==> config.mk <==
export PLATFORM = sky130hd
export DESIGN_NAME = adc_conversion_control
export DESIGN_NICKNAME = d
export VERILOG_FILES = /design/src/verilog/adc_conv_pkg.sv /design/src/verilog/adc_clk_divider.sv /design/src/verilog/adc_irq_ctrl.sv /design/src/verilog/adc_conversion_control.sv
export VERILOG_INCLUDE_DIRS = /design/src /design/src/verilog
export SDC_FILE = /design/constraint.sdc
export NUM_CORES = 1
export LEC_CHECK = 0
export ABC_AREA = 0
export BUFFER_PORTS_ARGS = -buffer_cell sky130_fd_sc_hd__buf_2
export CAP_MARGIN = 0
export CORE_ASPECT_RATIO = 0.8
export CORE_MARGIN = 10
export CORE_UTILIZATION = 30
export CTS_CLUSTER_DIAMETER = 100
export CTS_CLUSTER_SIZE = 28
export DETAILED_ROUTE_END_ITERATION = 10
export HOLD_SLACK_MARGIN = 0.12
export PLACE_DENSITY = 0.63
export SYNTH_ARGS = -nofsm -noshare
export SYNTH_HDL_FRONTEND = slang
export SYNTH_HIERARCHICAL = 1
export SYNTH_SLANG_ARGS = --single-unit
==> constraint.sdc <==
create_clock -name mclk -period 5.47 [get_ports mclk]
set_clock_uncertainty 0.2 [all_clocks]
set_input_delay 0.547 -clock mclk [delete_from_list [all_inputs] [get_ports mclk]]
set_output_delay 0.547 -clock mclk [all_outputs]
set_load 0.02 [all_outputs]
==> src/verilog/adc_conv_params.svh <==
// Register map, field positions, reset values and timing counts of the conversion controller
`ifndef ADC_CONV_PARAMS_SVH
`define ADC_CONV_PARAMS_SVH

// Word indexes on the Avalon address
`define REG_MAIN      3'h0
`define REG_CLKDIV    3'h1
`define REG_REFSEL    3'h2
`define REG_RES_LOW   3'h3
`define REG_RES_HIGH  3'h4
`define REG_INT_STAT  3'h5
`define REG_INT_MASK  3'h6
`define REG_GLOB_EN   3'h7

// Field positions
`define MAIN_START    7
`define MAIN_BUSY     6
`define MAIN_PDOWN    5
`define POS_REF_HI    3
`define POS_REF_LO    2
`define NEG_REF_HI    1
`define NEG_REF_LO    0
`define INT_DONE_BIT  0

// Reset values
`define PDOWN_RESET   1'b1
`define BUSY_RESET    1'b1
`define CHAN_RESET    3'h0
`define DIV_RESET     3'h0
`define REF_RESET     2'h0

// Reference select codes and one-hot switch drives
`define REF_CODE_FIX  2'h0
`define REF_CODE_PIN  2'h1
`define REF_SW_FIX    3'h1
`define REF_SW_PIN    3'h2
`define REF_SW_ALT    3'h4

// Conversion length in A/D clock periods
`define CONV_TICKS    5'h10
`define CONV_LAST     4'hf

`endif

==> src/verilog/adc_conv_pkg.sv <==
// Types shared by the conversion controller
package adc_conv_pkg;
   typedef enum logic [1:0] {
      ST_IDLE = 2'b00,
      ST_HOLD = 2'b01,
      ST_CONV = 2'b10
   } conv_state_t;
   typedef logic [2:0] field3_t;
endpackage

==> src/verilog/adc_clk_divider.sv <==
// A/D clock enable divider, power-of-two ratios
`timescale 1ns/1ps
`default_nettype none
module adc_clk_divider (
   input  wire logic                mclk,
   input  wire logic                reset,
   input  wire logic                restart,
   input  wire adc_conv_pkg::field3_t div_sel,
   output var  logic                tick
);
   import adc_conv_pkg::*;

   logic [5:0] cnt_r;
   logic [5:0] mask;

   // Code 111 wraps to the widest mask, so it divides by 64
   assign mask = 6'((7'h01 << div_sel) - 7'h01);

   always_ff @(posedge mclk) begin
      if (reset || restart) begin
         cnt_r <= 6'h00;
      end else begin
         cnt_r <= cnt_r + 6'h01;
      end
   end

   // [RULE_10] one tick per ratio
   always_ff @(posedge mclk) begin
      if (reset || restart) begin
         tick <= 1'b0;
      end else begin
         tick <= ((cnt_r & mask) == mask);
      end
   end
endmodule // adc_clk_divider
`default_nettype wire

==> src/verilog/adc_irq_ctrl.sv <==
// Sticky conversion-done status with mask and global gate
`timescale 1ns/1ps
`default_nettype none
module adc_irq_ctrl (
   input  wire logic mclk,
   input  wire logic reset,
   input  wire logic event_set,
   input  wire logic clr_wr,
   input  wire logic clr_bit,
   input  wire logic mask_en,
   input  wire logic global_en,
   output var  logic status,
   output var  logic irq
);
   import adc_conv_pkg::*;

   // [RULE_05] set beats clear
   always_ff @(posedge mclk) begin
      if (reset) begin
         status <= 1'b0;
      end else begin
         status <= event_set | (status & ~(clr_wr & clr_bit));
      end
   end

   // [RULE_06] both enables required
   always_ff @(posedge mclk) begin
      if (reset) begin
         irq <= 1'b0;
      end else begin
         irq <= status & mask_en & global_en;
      end
   end
endmodule // adc_irq_ctrl
`default_nettype wire

==> src/verilog/adc_conversion_control.sv <==
// A/D conversion controller: Avalon registers, start handshake, timing and routing
// Functional notes
// [RULE_01] Channel field routes one of eight inputs
// [RULE_02] Start high then low launches conversion
// [RULE_03] Start rising resets converter, sets busy
// [RULE_04] Busy high while converting, clears at end
// [RULE_05] End of conversion sets interrupt request
// [RULE_06] Interrupt needs global and converter enable
// [RULE_07] Power-down bit, reset value one
// [RULE_08] Software waits settling time after power-up
// [RULE_09] Software powers down before idle modes
// [RULE_10] A/D clock is system clock divided
// [RULE_11] Conversion lasts sixteen A/D clock periods
// [RULE_12] Positive reference: supply, pin, bandgap
// [RULE_13] Negative reference: ground, pin, DAC output
// [RULE_14] Software avoids unbonded reference pin codes
// [RULE_15] Unimplemented control bits read zero
// [RULE_16] Software clears start before toggling
// [RULE_17] Result split high byte, upper nibble
// [RULE_18] Count from start fall, end together
//
// Design decisions made here: the Avalon-MM register port and the placing of the registers.
`timescale 1ns/1ps
`default_nettype none
`include "adc_conv_params.svh"
module adc_conversion_control (
   input  wire logic                      mclk,
   input  wire logic                      reset,
   input  wire logic [2:0]                address,
   input  wire logic                      read,
   input  wire logic                      write,
   input  wire logic [31:0]               writedata,
   input  wire logic [3:0]                byteenable,
   output var  logic [31:0]               readdata,
   output var  logic                      waitrequest,
   input  wire logic [11:0]               conv_result,
   output var  logic [7:0]                chan_enable,
   output var  logic                      adc_power_on,
   output var  logic                      conv_reset,
   output var  logic [2:0]                pos_ref_sel,
   output var  logic [2:0]                neg_ref_sel,
   output var  adc_conv_pkg::conv_state_t conv_state,
   output var  logic                      irq
);
   import adc_conv_pkg::*;

   logic        start_r;
   logic        busy_r;
   logic        pdown_r;
   field3_t     chan_r;
   field3_t     div_r;
   logic [1:0]  pos_ref_r;
   logic [1:0]  neg_ref_r;
   logic [11:0] result_r;
   logic        mask_r;
   logic        glob_r;
   logic [3:0]  tick_cnt_r;
   logic        tick;
   logic        int_status;
   logic        acc;
   logic        wr_en;
   logic        wr_lo;
   logic        wr_main;
   logic        start_rise;
   logic        start_fall;
   logic        conv_done;
   logic [31:0] rdata_nxt;

   // Avalon slave: one wait cycle, answer on the second edge
   assign acc     = (read || write) && waitrequest;
   assign wr_en   = write && !waitrequest;
   assign wr_lo   = wr_en && byteenable[0];
   assign wr_main = wr_lo && (address == `REG_MAIN);

   always_ff @(posedge mclk) begin
      if (reset) begin
         waitrequest <= 1'b1;
      end else begin
         waitrequest <= !acc;
      end
   end

   // [RULE_15] reserved bits read zero
   always_comb begin
      rdata_nxt = 32'h0000_0000;
      if (address == `REG_MAIN) begin
         rdata_nxt[`MAIN_START] = start_r;
         rdata_nxt[`MAIN_BUSY]  = busy_r;
         rdata_nxt[`MAIN_PDOWN] = pdown_r;
         rdata_nxt[2:0]         = chan_r;
      end else if (address == `REG_CLKDIV) begin
         rdata_nxt[2:0] = div_r;
      end else if (address == `REG_REFSEL) begin
         rdata_nxt[3:0] = {pos_ref_r, neg_ref_r};
      end else if (address == `REG_RES_LOW) begin
         // [RULE_17] low nibble zero
         rdata_nxt[7:4] = result_r[3:0];
      end else if (address == `REG_RES_HIGH) begin
         rdata_nxt[7:0] = result_r[11:4];
      end else if (address == `REG_INT_STAT) begin
         rdata_nxt[`INT_DONE_BIT] = int_status;
      end else if (address == `REG_INT_MASK) begin
         rdata_nxt[`INT_DONE_BIT] = mask_r;
      end else begin
         rdata_nxt[`INT_DONE_BIT] = glob_r;
      end
   end

   always_ff @(posedge mclk) begin
      if (reset) begin
         readdata <= 32'h0000_0000;
      end else if (acc && read) begin
         readdata <= rdata_nxt;
      end
   end

   // Start bit edges seen at the write that changes it
   assign start_rise = wr_main && writedata[`MAIN_START] && !start_r;
   assign start_fall = wr_main && !writedata[`MAIN_START] && start_r;
   // [RULE_11] done on sixteenth tick
   assign conv_done  = (conv_state == ST_CONV) && tick && (tick_cnt_r == `CONV_LAST);

   // [RULE_07] power-down resets to one
   always_ff @(posedge mclk) begin
      if (reset) begin
         start_r <= 1'b0;
         pdown_r <= `PDOWN_RESET;
         chan_r  <= `CHAN_RESET;
      end else if (wr_main) begin
         start_r <= writedata[`MAIN_START];
         pdown_r <= writedata[`MAIN_PDOWN];
         chan_r  <= writedata[2:0];
      end
   end

   always_ff @(posedge mclk) begin
      if (reset) begin
         div_r     <= `DIV_RESET;
         pos_ref_r <= `REF_RESET;
         neg_ref_r <= `REF_RESET;
         mask_r    <= 1'b0;
         glob_r    <= 1'b0;
      end else if (wr_lo) begin
         if (address == `REG_CLKDIV) begin
            div_r <= writedata[2:0];
         end else if (address == `REG_REFSEL) begin
            pos_ref_r <= writedata[`POS_REF_HI:`POS_REF_LO];
            neg_ref_r <= writedata[`NEG_REF_HI:`NEG_REF_LO];
         end else if (address == `REG_INT_MASK) begin
            mask_r <= writedata[`INT_DONE_BIT];
         end else if (address == `REG_GLOB_EN) begin
            glob_r <= writedata[`INT_DONE_BIT];
         end
      end
   end

   // [RULE_02] fall of start launches
   always_ff @(posedge mclk) begin
      if (reset) begin
         conv_state <= ST_IDLE;
      end else begin
         case (conv_state)
            ST_IDLE: begin
               if (start_rise) begin
                  conv_state <= ST_HOLD;
               end
            end
            ST_HOLD: begin
               if (start_fall) begin
                  conv_state <= ST_CONV;
               end
            end
            ST_CONV: begin
               if (start_rise) begin
                  conv_state <= ST_HOLD;
               end else if (conv_done) begin
                  conv_state <= ST_IDLE;
               end
            end
            default: begin
               conv_state <= ST_IDLE;
            end
         endcase
      end
   end

   // [RULE_03] reset held while start high
   always_ff @(posedge mclk) begin
      if (reset) begin
         conv_reset <= 1'b0;
      end else if (start_rise) begin
         conv_reset <= 1'b1;
      end else if (start_fall) begin
         conv_reset <= 1'b0;
      end
   end

   // [RULE_04] busy set by start, cleared at end
   always_ff @(posedge mclk) begin
      if (reset) begin
         busy_r <= `BUSY_RESET;
      end else if (start_rise) begin
         busy_r <= 1'b1;
      end else if (conv_done) begin
         busy_r <= 1'b0;
      end
   end

   // [RULE_18] count from start fall
   always_ff @(posedge mclk) begin
      if (reset || start_fall) begin
         tick_cnt_r <= 4'h0;
      end else if ((conv_state == ST_CONV) && tick) begin
         tick_cnt_r <= tick_cnt_r + 4'h1;
      end
   end

   // Result only moves at the end, so a read never tears
   always_ff @(posedge mclk) begin
      if (reset) begin
         result_r <= 12'h000;
      end else if (conv_done) begin
         result_r <= conv_result;
      end
   end

   // [RULE_01] one-hot input routing
   always_ff @(posedge mclk) begin
      if (reset) begin
         chan_enable  <= 8'h00;
         adc_power_on <= 1'b0;
      end else begin
         chan_enable  <= 8'h01 << chan_r;
         adc_power_on <= !pdown_r;
      end
   end

   // [RULE_12] [RULE_13] reference switches
   always_ff @(posedge mclk) begin
      if (reset) begin
         pos_ref_sel <= `REF_SW_FIX;
         neg_ref_sel <= `REF_SW_FIX;
      end else begin
         pos_ref_sel <= (pos_ref_r == `REF_CODE_FIX) ? `REF_SW_FIX :
                        (pos_ref_r == `REF_CODE_PIN) ? `REF_SW_PIN : `REF_SW_ALT;
         neg_ref_sel <= (neg_ref_r == `REF_CODE_FIX) ? `REF_SW_FIX :
                        (neg_ref_r == `REF_CODE_PIN) ? `REF_SW_PIN : `REF_SW_ALT;
      end
   end

   // Divider restarts on launch so every conversion has full periods
   adc_clk_divider u_div (
      .mclk    (mclk),
      .reset   (reset),
      .restart (start_fall),
      .div_sel (div_r),
      .tick    (tick)
   );

   adc_irq_ctrl u_irq (
      .mclk      (mclk),
      .reset     (reset),
      .event_set (conv_done),
      .clr_wr    (wr_lo && (address == `REG_INT_STAT)),
      .clr_bit   (writedata[`INT_DONE_BIT]),
      .mask_en   (mask_r),
      .global_en (glob_r),
      .status    (int_status),
      .irq       (irq)
   );
endmodule // adc_conversion_control
`default_nettype wire

* Word level (Yosys, flattened, before mapping)
Cells that the tools add are included.
Operators by class: reductions and logical operators 32, eq/ne operators 16, bitwise logic cells 10, $add $sub $neg 3, shift operators 2, $mul 0, order comparisons 0, muxes and demuxes 22, divide/modulo/power cells 0
Operator list (number):
- $mux 4 | 4
- $mux 3 | 5
- $eq 3x3->1 const B | 4
- $logic_and 1x1->1 | 12
- $mux 2 | 5
- $shl 1x3->8 const A | 1
- $mux 7 | 1
- $add 6x1->6 const B | 1
- $and 6x6->6 | 1
- $eq 2x1->1 const B | 3
- $eq 3x2->1 const B | 2
- $eq 6x6->1 | 1
- $logic_not 2->1 | 3
- $pmux 2 s3 | 1
- $reduce_and 3->1 | 2
- $reduce_or 2->1 | 3
- $shl 1x3->6 const A | 1
- $sub 6x1->6 const B | 1
- $logic_not 1->1 | 5
- $mux 1 | 5
- $mux 5 | 1
- $reduce_and 5->1 | 1
- $add 4x1->4 const B | 1
- $and 1x1->1 | 4
- other kinds (13) | 17
Word-level totals: word-level logic and storage cells 108, input port bits 55, bits in writable memories 0, flip-flop bits (word level) 67, latch bits 0, output and inout port bits 52, memories 0, bits in read-only memories 0

* Depth between registers and ports, before layout
depth after elaboration 8, depth in mapped cells 7, mapped depth without buffers 6

* Cells and area by module
Netlist, hierarchy kept.
Modules (own cells, without submodules):
- adc_conversion_control | cells an instance 299, area each 2648.8 um2, seq. area each 1161.1 um2, instances 1
- adc_clk_divider | cells an instance 34, area each 297.8 um2, seq. area each 140.1 um2, instances 1
- adc_irq_ctrl | cells an instance 6, area each 66.3 um2, seq. area each 40.0 um2, instances 1

* Worst setup path before layout
Ideal clock, no wire load.
kind input port to flip-flop, from input port address[1], to register u_div.cnt_r[2], setup slack 3.336 ns, cell stages on the path 7, data required time 5.146 ns, arrival 1.810 ns, setup time 0.124 ns, path buffers 3, cells stage by stage buf_2 -> or2_1 -> buf_6 -> nor4_4 -> or2_2 -> clkbuf_1 -> nor2_1
Between the ends: longest elaborated chain between the ends 5
RTL lines:
- start, declared | line adc_conversion_control.sv:29 | input wire logic [2:0] address,
- $logic_not 3->1 (no line)
- $logic_and 1x1->1 | line adc_conversion_control.sv:73 | assign wr_main = wr_lo && (address == `REG_MAIN);
- $logic_and 1x1->1 (2 in a row) | line adc_conversion_control.sv:119 | assign start_fall = wr_main && !writedata[`MAIN_START] && start_r;
- named net start_fall | line adc_conversion_control.sv:65 | logic start_fall;
- $logic_or 1x1->1 | line adc_clk_divider.sv:20 | if (reset || restart) begin
- end signal, assigned | line adc_clk_divider.sv:23 | cnt_r <= cnt_r + 6'h01;
- end, declared | line adc_clk_divider.sv:13 | logic [5:0] cnt_r;
The timed path passes the listed nets, and every way through them passes these cells. A chain may end at the register's enable or synchronous reset.

* Worst setup path in the final report
from input port address[2], to register u_div.cnt_r[4]
Same word-level chain as after synthesis.

==> flow_summary.json <==
{
  "grt_overflow_total": 0,
  "r2r-end": "u_div/cnt_r[4]",
  "synthTopCellsByCount": "dfxtp_1, o21ai_0, nand3_1",
  "rrSetupSlack_ps": 3340,
  "core_um2": 9729,
  "io_buffers": 53,
  "synth_edf_count": 0,
  "internal_power_uw": 903.5,
  "leakage_nw": 1.364,
  "fin_ws_ps": 3200,
  "min_to": "waitrequest",
  "synth_area_leaders": "dfxtp_1, buf_4, o21ai_0",
  "antenna_found_initial": 1,
  "grt_max_degree": 53,
  "synthFlopType": "dfxtp_1",
  "cts-htree-levels": 3,
  "die_h_um": 109.6,
  "drtAntennaViolNets": 0,
  "start_util_pct": 30.97,
  "crit_type": "in -> reg",
  "hold_violations": 0,
  "row_count": 32,
  "crit_path_start_kind": "primary input",
  "gp_congestion": 0.7978,
  "clk_pin_slew_worst_paths_ps": 60,
  "area_growth_pct": 18.11,
  "root_buffer": "clkbuf_16",
  "final_cell_area_um2": 3558,
  "synth_top_area_share_pct": 44.52,
  "dpl_cell_area_um2": 3242,
  "max-clock-path-buffers": 2,
  "grt_pass1_vias": 2467,
  "timing.final.crit_share_pct": 41.49,
  "vias_per_cell": 4.902,
  "finish.net_count": 435,
  "firstDrtPassIters": 5,
  "insertion_delay_ps": 320,
  "post_cts_buffers": 0,
  "synth_area_um2": 3013,
  "ys_warn_count": 6,
  "hold_buffers": 0,
  "pre_cts_ws_ps": 2866,
  "num_vias": 2549,
  "synth-async-reset-ratio_pct": 0,
  "cts.sink_count": 67,
  "p_clk_share_pct": 50.7,
  "yosysMostFrequentCell": "dfxtp_1",
  "die_area_um2": 14480,
  "grtUsageTotal_pct": 10.84,
  "cts_tree": "built",
  "syn_inst": 339,
  "crit_path_max_fanout": 29,
  "relSlewSlack_pct": 35.63,
  "ys_ff_latch": 67,
  "reg2reg_from": "waitrequest",
  "min_from": "read",
  "crit_arrival_ps": 2280,
  "fin_crit_ps": 2270,
  "worst_pin_slew_ps": 965.5,
  "grt_pass1_wl_mm": 12.68,
  "setup_viol": 0,
  "switching_power_uw": 264.7,
  "yosysSeqAreaShare_pct": 44.52,
  "synth_cell_types": 51,
  "avgSynthCellArea_um2": 8.888,
  "routed_wl_mm": 7.903,
  "drt_iter0_markers": 210,
  "detailed_place_hpwl_mm": 5.541,
  "vdd_drop_max_mv": 0.1646,
  "worst_ep_required_time_ps": 5480,
  "cts_resized": 0,
  "p_seq_share_pct": 42.9,
  "end_kind": "flop",
  "die_w_um": 132.0,
  "hp-class": "in -> reg",
  "powerDensity_nw_per_um2": 328.3,
  "comb_power_share_pct": 6.5,
  "reg2regPathDepth": 4,
  "report.final.slew_viol_count": 0,
  "setup_tns_ps": 0,
  "cts_buffers": 9,
  "yosys.area.top_type": "dfxtp_1",
  "holdPathStages": 2,
  "ios": 107,
  "wire_per_inst_um": 15.20,
  "drv_cap": 0,
  "drc": 0,
  "outcome": "finished, final reports clean",
  "grt_setup_unrepaired": "false",
  "p_sw_share_pct": 22.66,
  "timing.fmax_ghz": 0.4406,
  "drive_gt1_share_pct": 20.10
}
[layout make-up]
| class | instances | area, um^2 |
|---|---|---|
| Fill cell | 991 | 6171 |
| Multi-Input combinational cell | 239 | 1435 |
| Clock buffer | 12 | 266.5 |
| Inverter | 8 | 30.03 |
| Sequential cell | 67 | 1341 |
| Clock inverter | 4 | 47.55 |
| Antenna cell | 1 | 2.502 |
| Timing Repair Buffer | 53 | 265.3 |
| Tap cell | 136 | 170.2 |
[power by group through the flow]
stage,Sequential [mW],Combinational (mW),Clock [mW]
final,0.501,0.0756,0.592
after global routing,0.501,0.0832,0.625
after floorplan,0.514,0.0632,0
after global placement,0.511,0.0736,0
after CTS,0.501,0.0749,0.602
after detailed placement,0.511,0.0747,0
[layer usage]
layer	vias up	routed length (um)	part of all wire, %	track usage [%]
met4	0	44	0.56	2.853
met2	97	3734	47	17.60
li1	1253	-	-	-
met1	1193	3532	45	13.21
met5	-	0	0	0
met3	6	592	7.5	4.330
[registers in the layout, indices dropped and copies added (netlist names), 2 cells and up]
signal,flops
div_r,3
conv_state,2
chan_enable,8
pos_ref_r,2
neg_ref_r,2
tick_cnt_r,4
readdata,8
pos_ref_sel,3
chan_r,3
u_div/cnt_r,6
result_r,12
neg_ref_sel,3
[placed cells by master, fill, tap and decap left out, drive strengths merged, types with 2 or more instances in the layout]
cell,instances
a211o,2
a211oi,2
a21oi,28
a311oi,2
a31oi,3
a32o,2
and2,2
and4b,6
buf,53
clkbuf,12
clkinv,2
conb,24
dfxtp,67
ha,2
inv,8
mux2i,5
nand2,12
nand2b,4
nand3,31
nand3b,9
nand4,3
nand4b,6
nor2,17
nor2b,4
nor3,7
nor3b,4
nor4,2
nor4bb,3
o211ai,2
o21ai,34
o221a,2
o22ai,2
o31ai,2
or2,2
xnor2,3
xor2,3
[how the worst max path moves through the flow]
stage          cells after the start  startpoint  slack [ps]              to
6_report                           5  address[2]        3200  u_div/cnt_r[4]
5_1_grt                            5  address[2]        2980  u_div/cnt_r[0]
4_1_cts                            5  address[2]        3220  u_div/cnt_r[4]
3_5_place_dp                       5  address[2]        2870  u_div/cnt_r[3]
3_3_place_gp                       5  address[2]        2880      u_div/tick
2_1_floorplan                      7  address[1]        3340  u_div/cnt_r[2]
[kinds of logic (layout without fill, tap and decap cells)]
kind of cell               count (synthesis)  in the layout  synth area share, %
and+or+nand+nor                          117            117                23.55
AOI/OAI and AO/OA                         84             84                16.49
DFF                                       67             67                44.52
buffers and inverters                     56             77                10.71
xor gates and xnor gates                   6              6                1.745
muxes                                      6              6                2.035
adders and majority gates                  2              2               0.8304
other                                      1             25               0.1245
[critical path, stage by stage]
cell and delay (ps):
buf_2 250, nand4bb_1 580, nor4_4 550, or2_2 290, nor2_1 70
[metrics by stage]
step | power [mW] | hold slack (ps) | utilization (%) | cells
global route | 1.210 | 260.2 | 36.55 | 519
detailed placement | 0.5858 | 248.6 | 33.32 | 503
floorplan | 0.5772 | 208.8 | - | 362
global placement | 0.5844 | 245.2 | 33.32 | 503
finish | 1.168 | 242.6 | 36.57 | 520
CTS | 1.178 | 241.6 | 36.55 | 519
(Power assumes the default switching activity.)
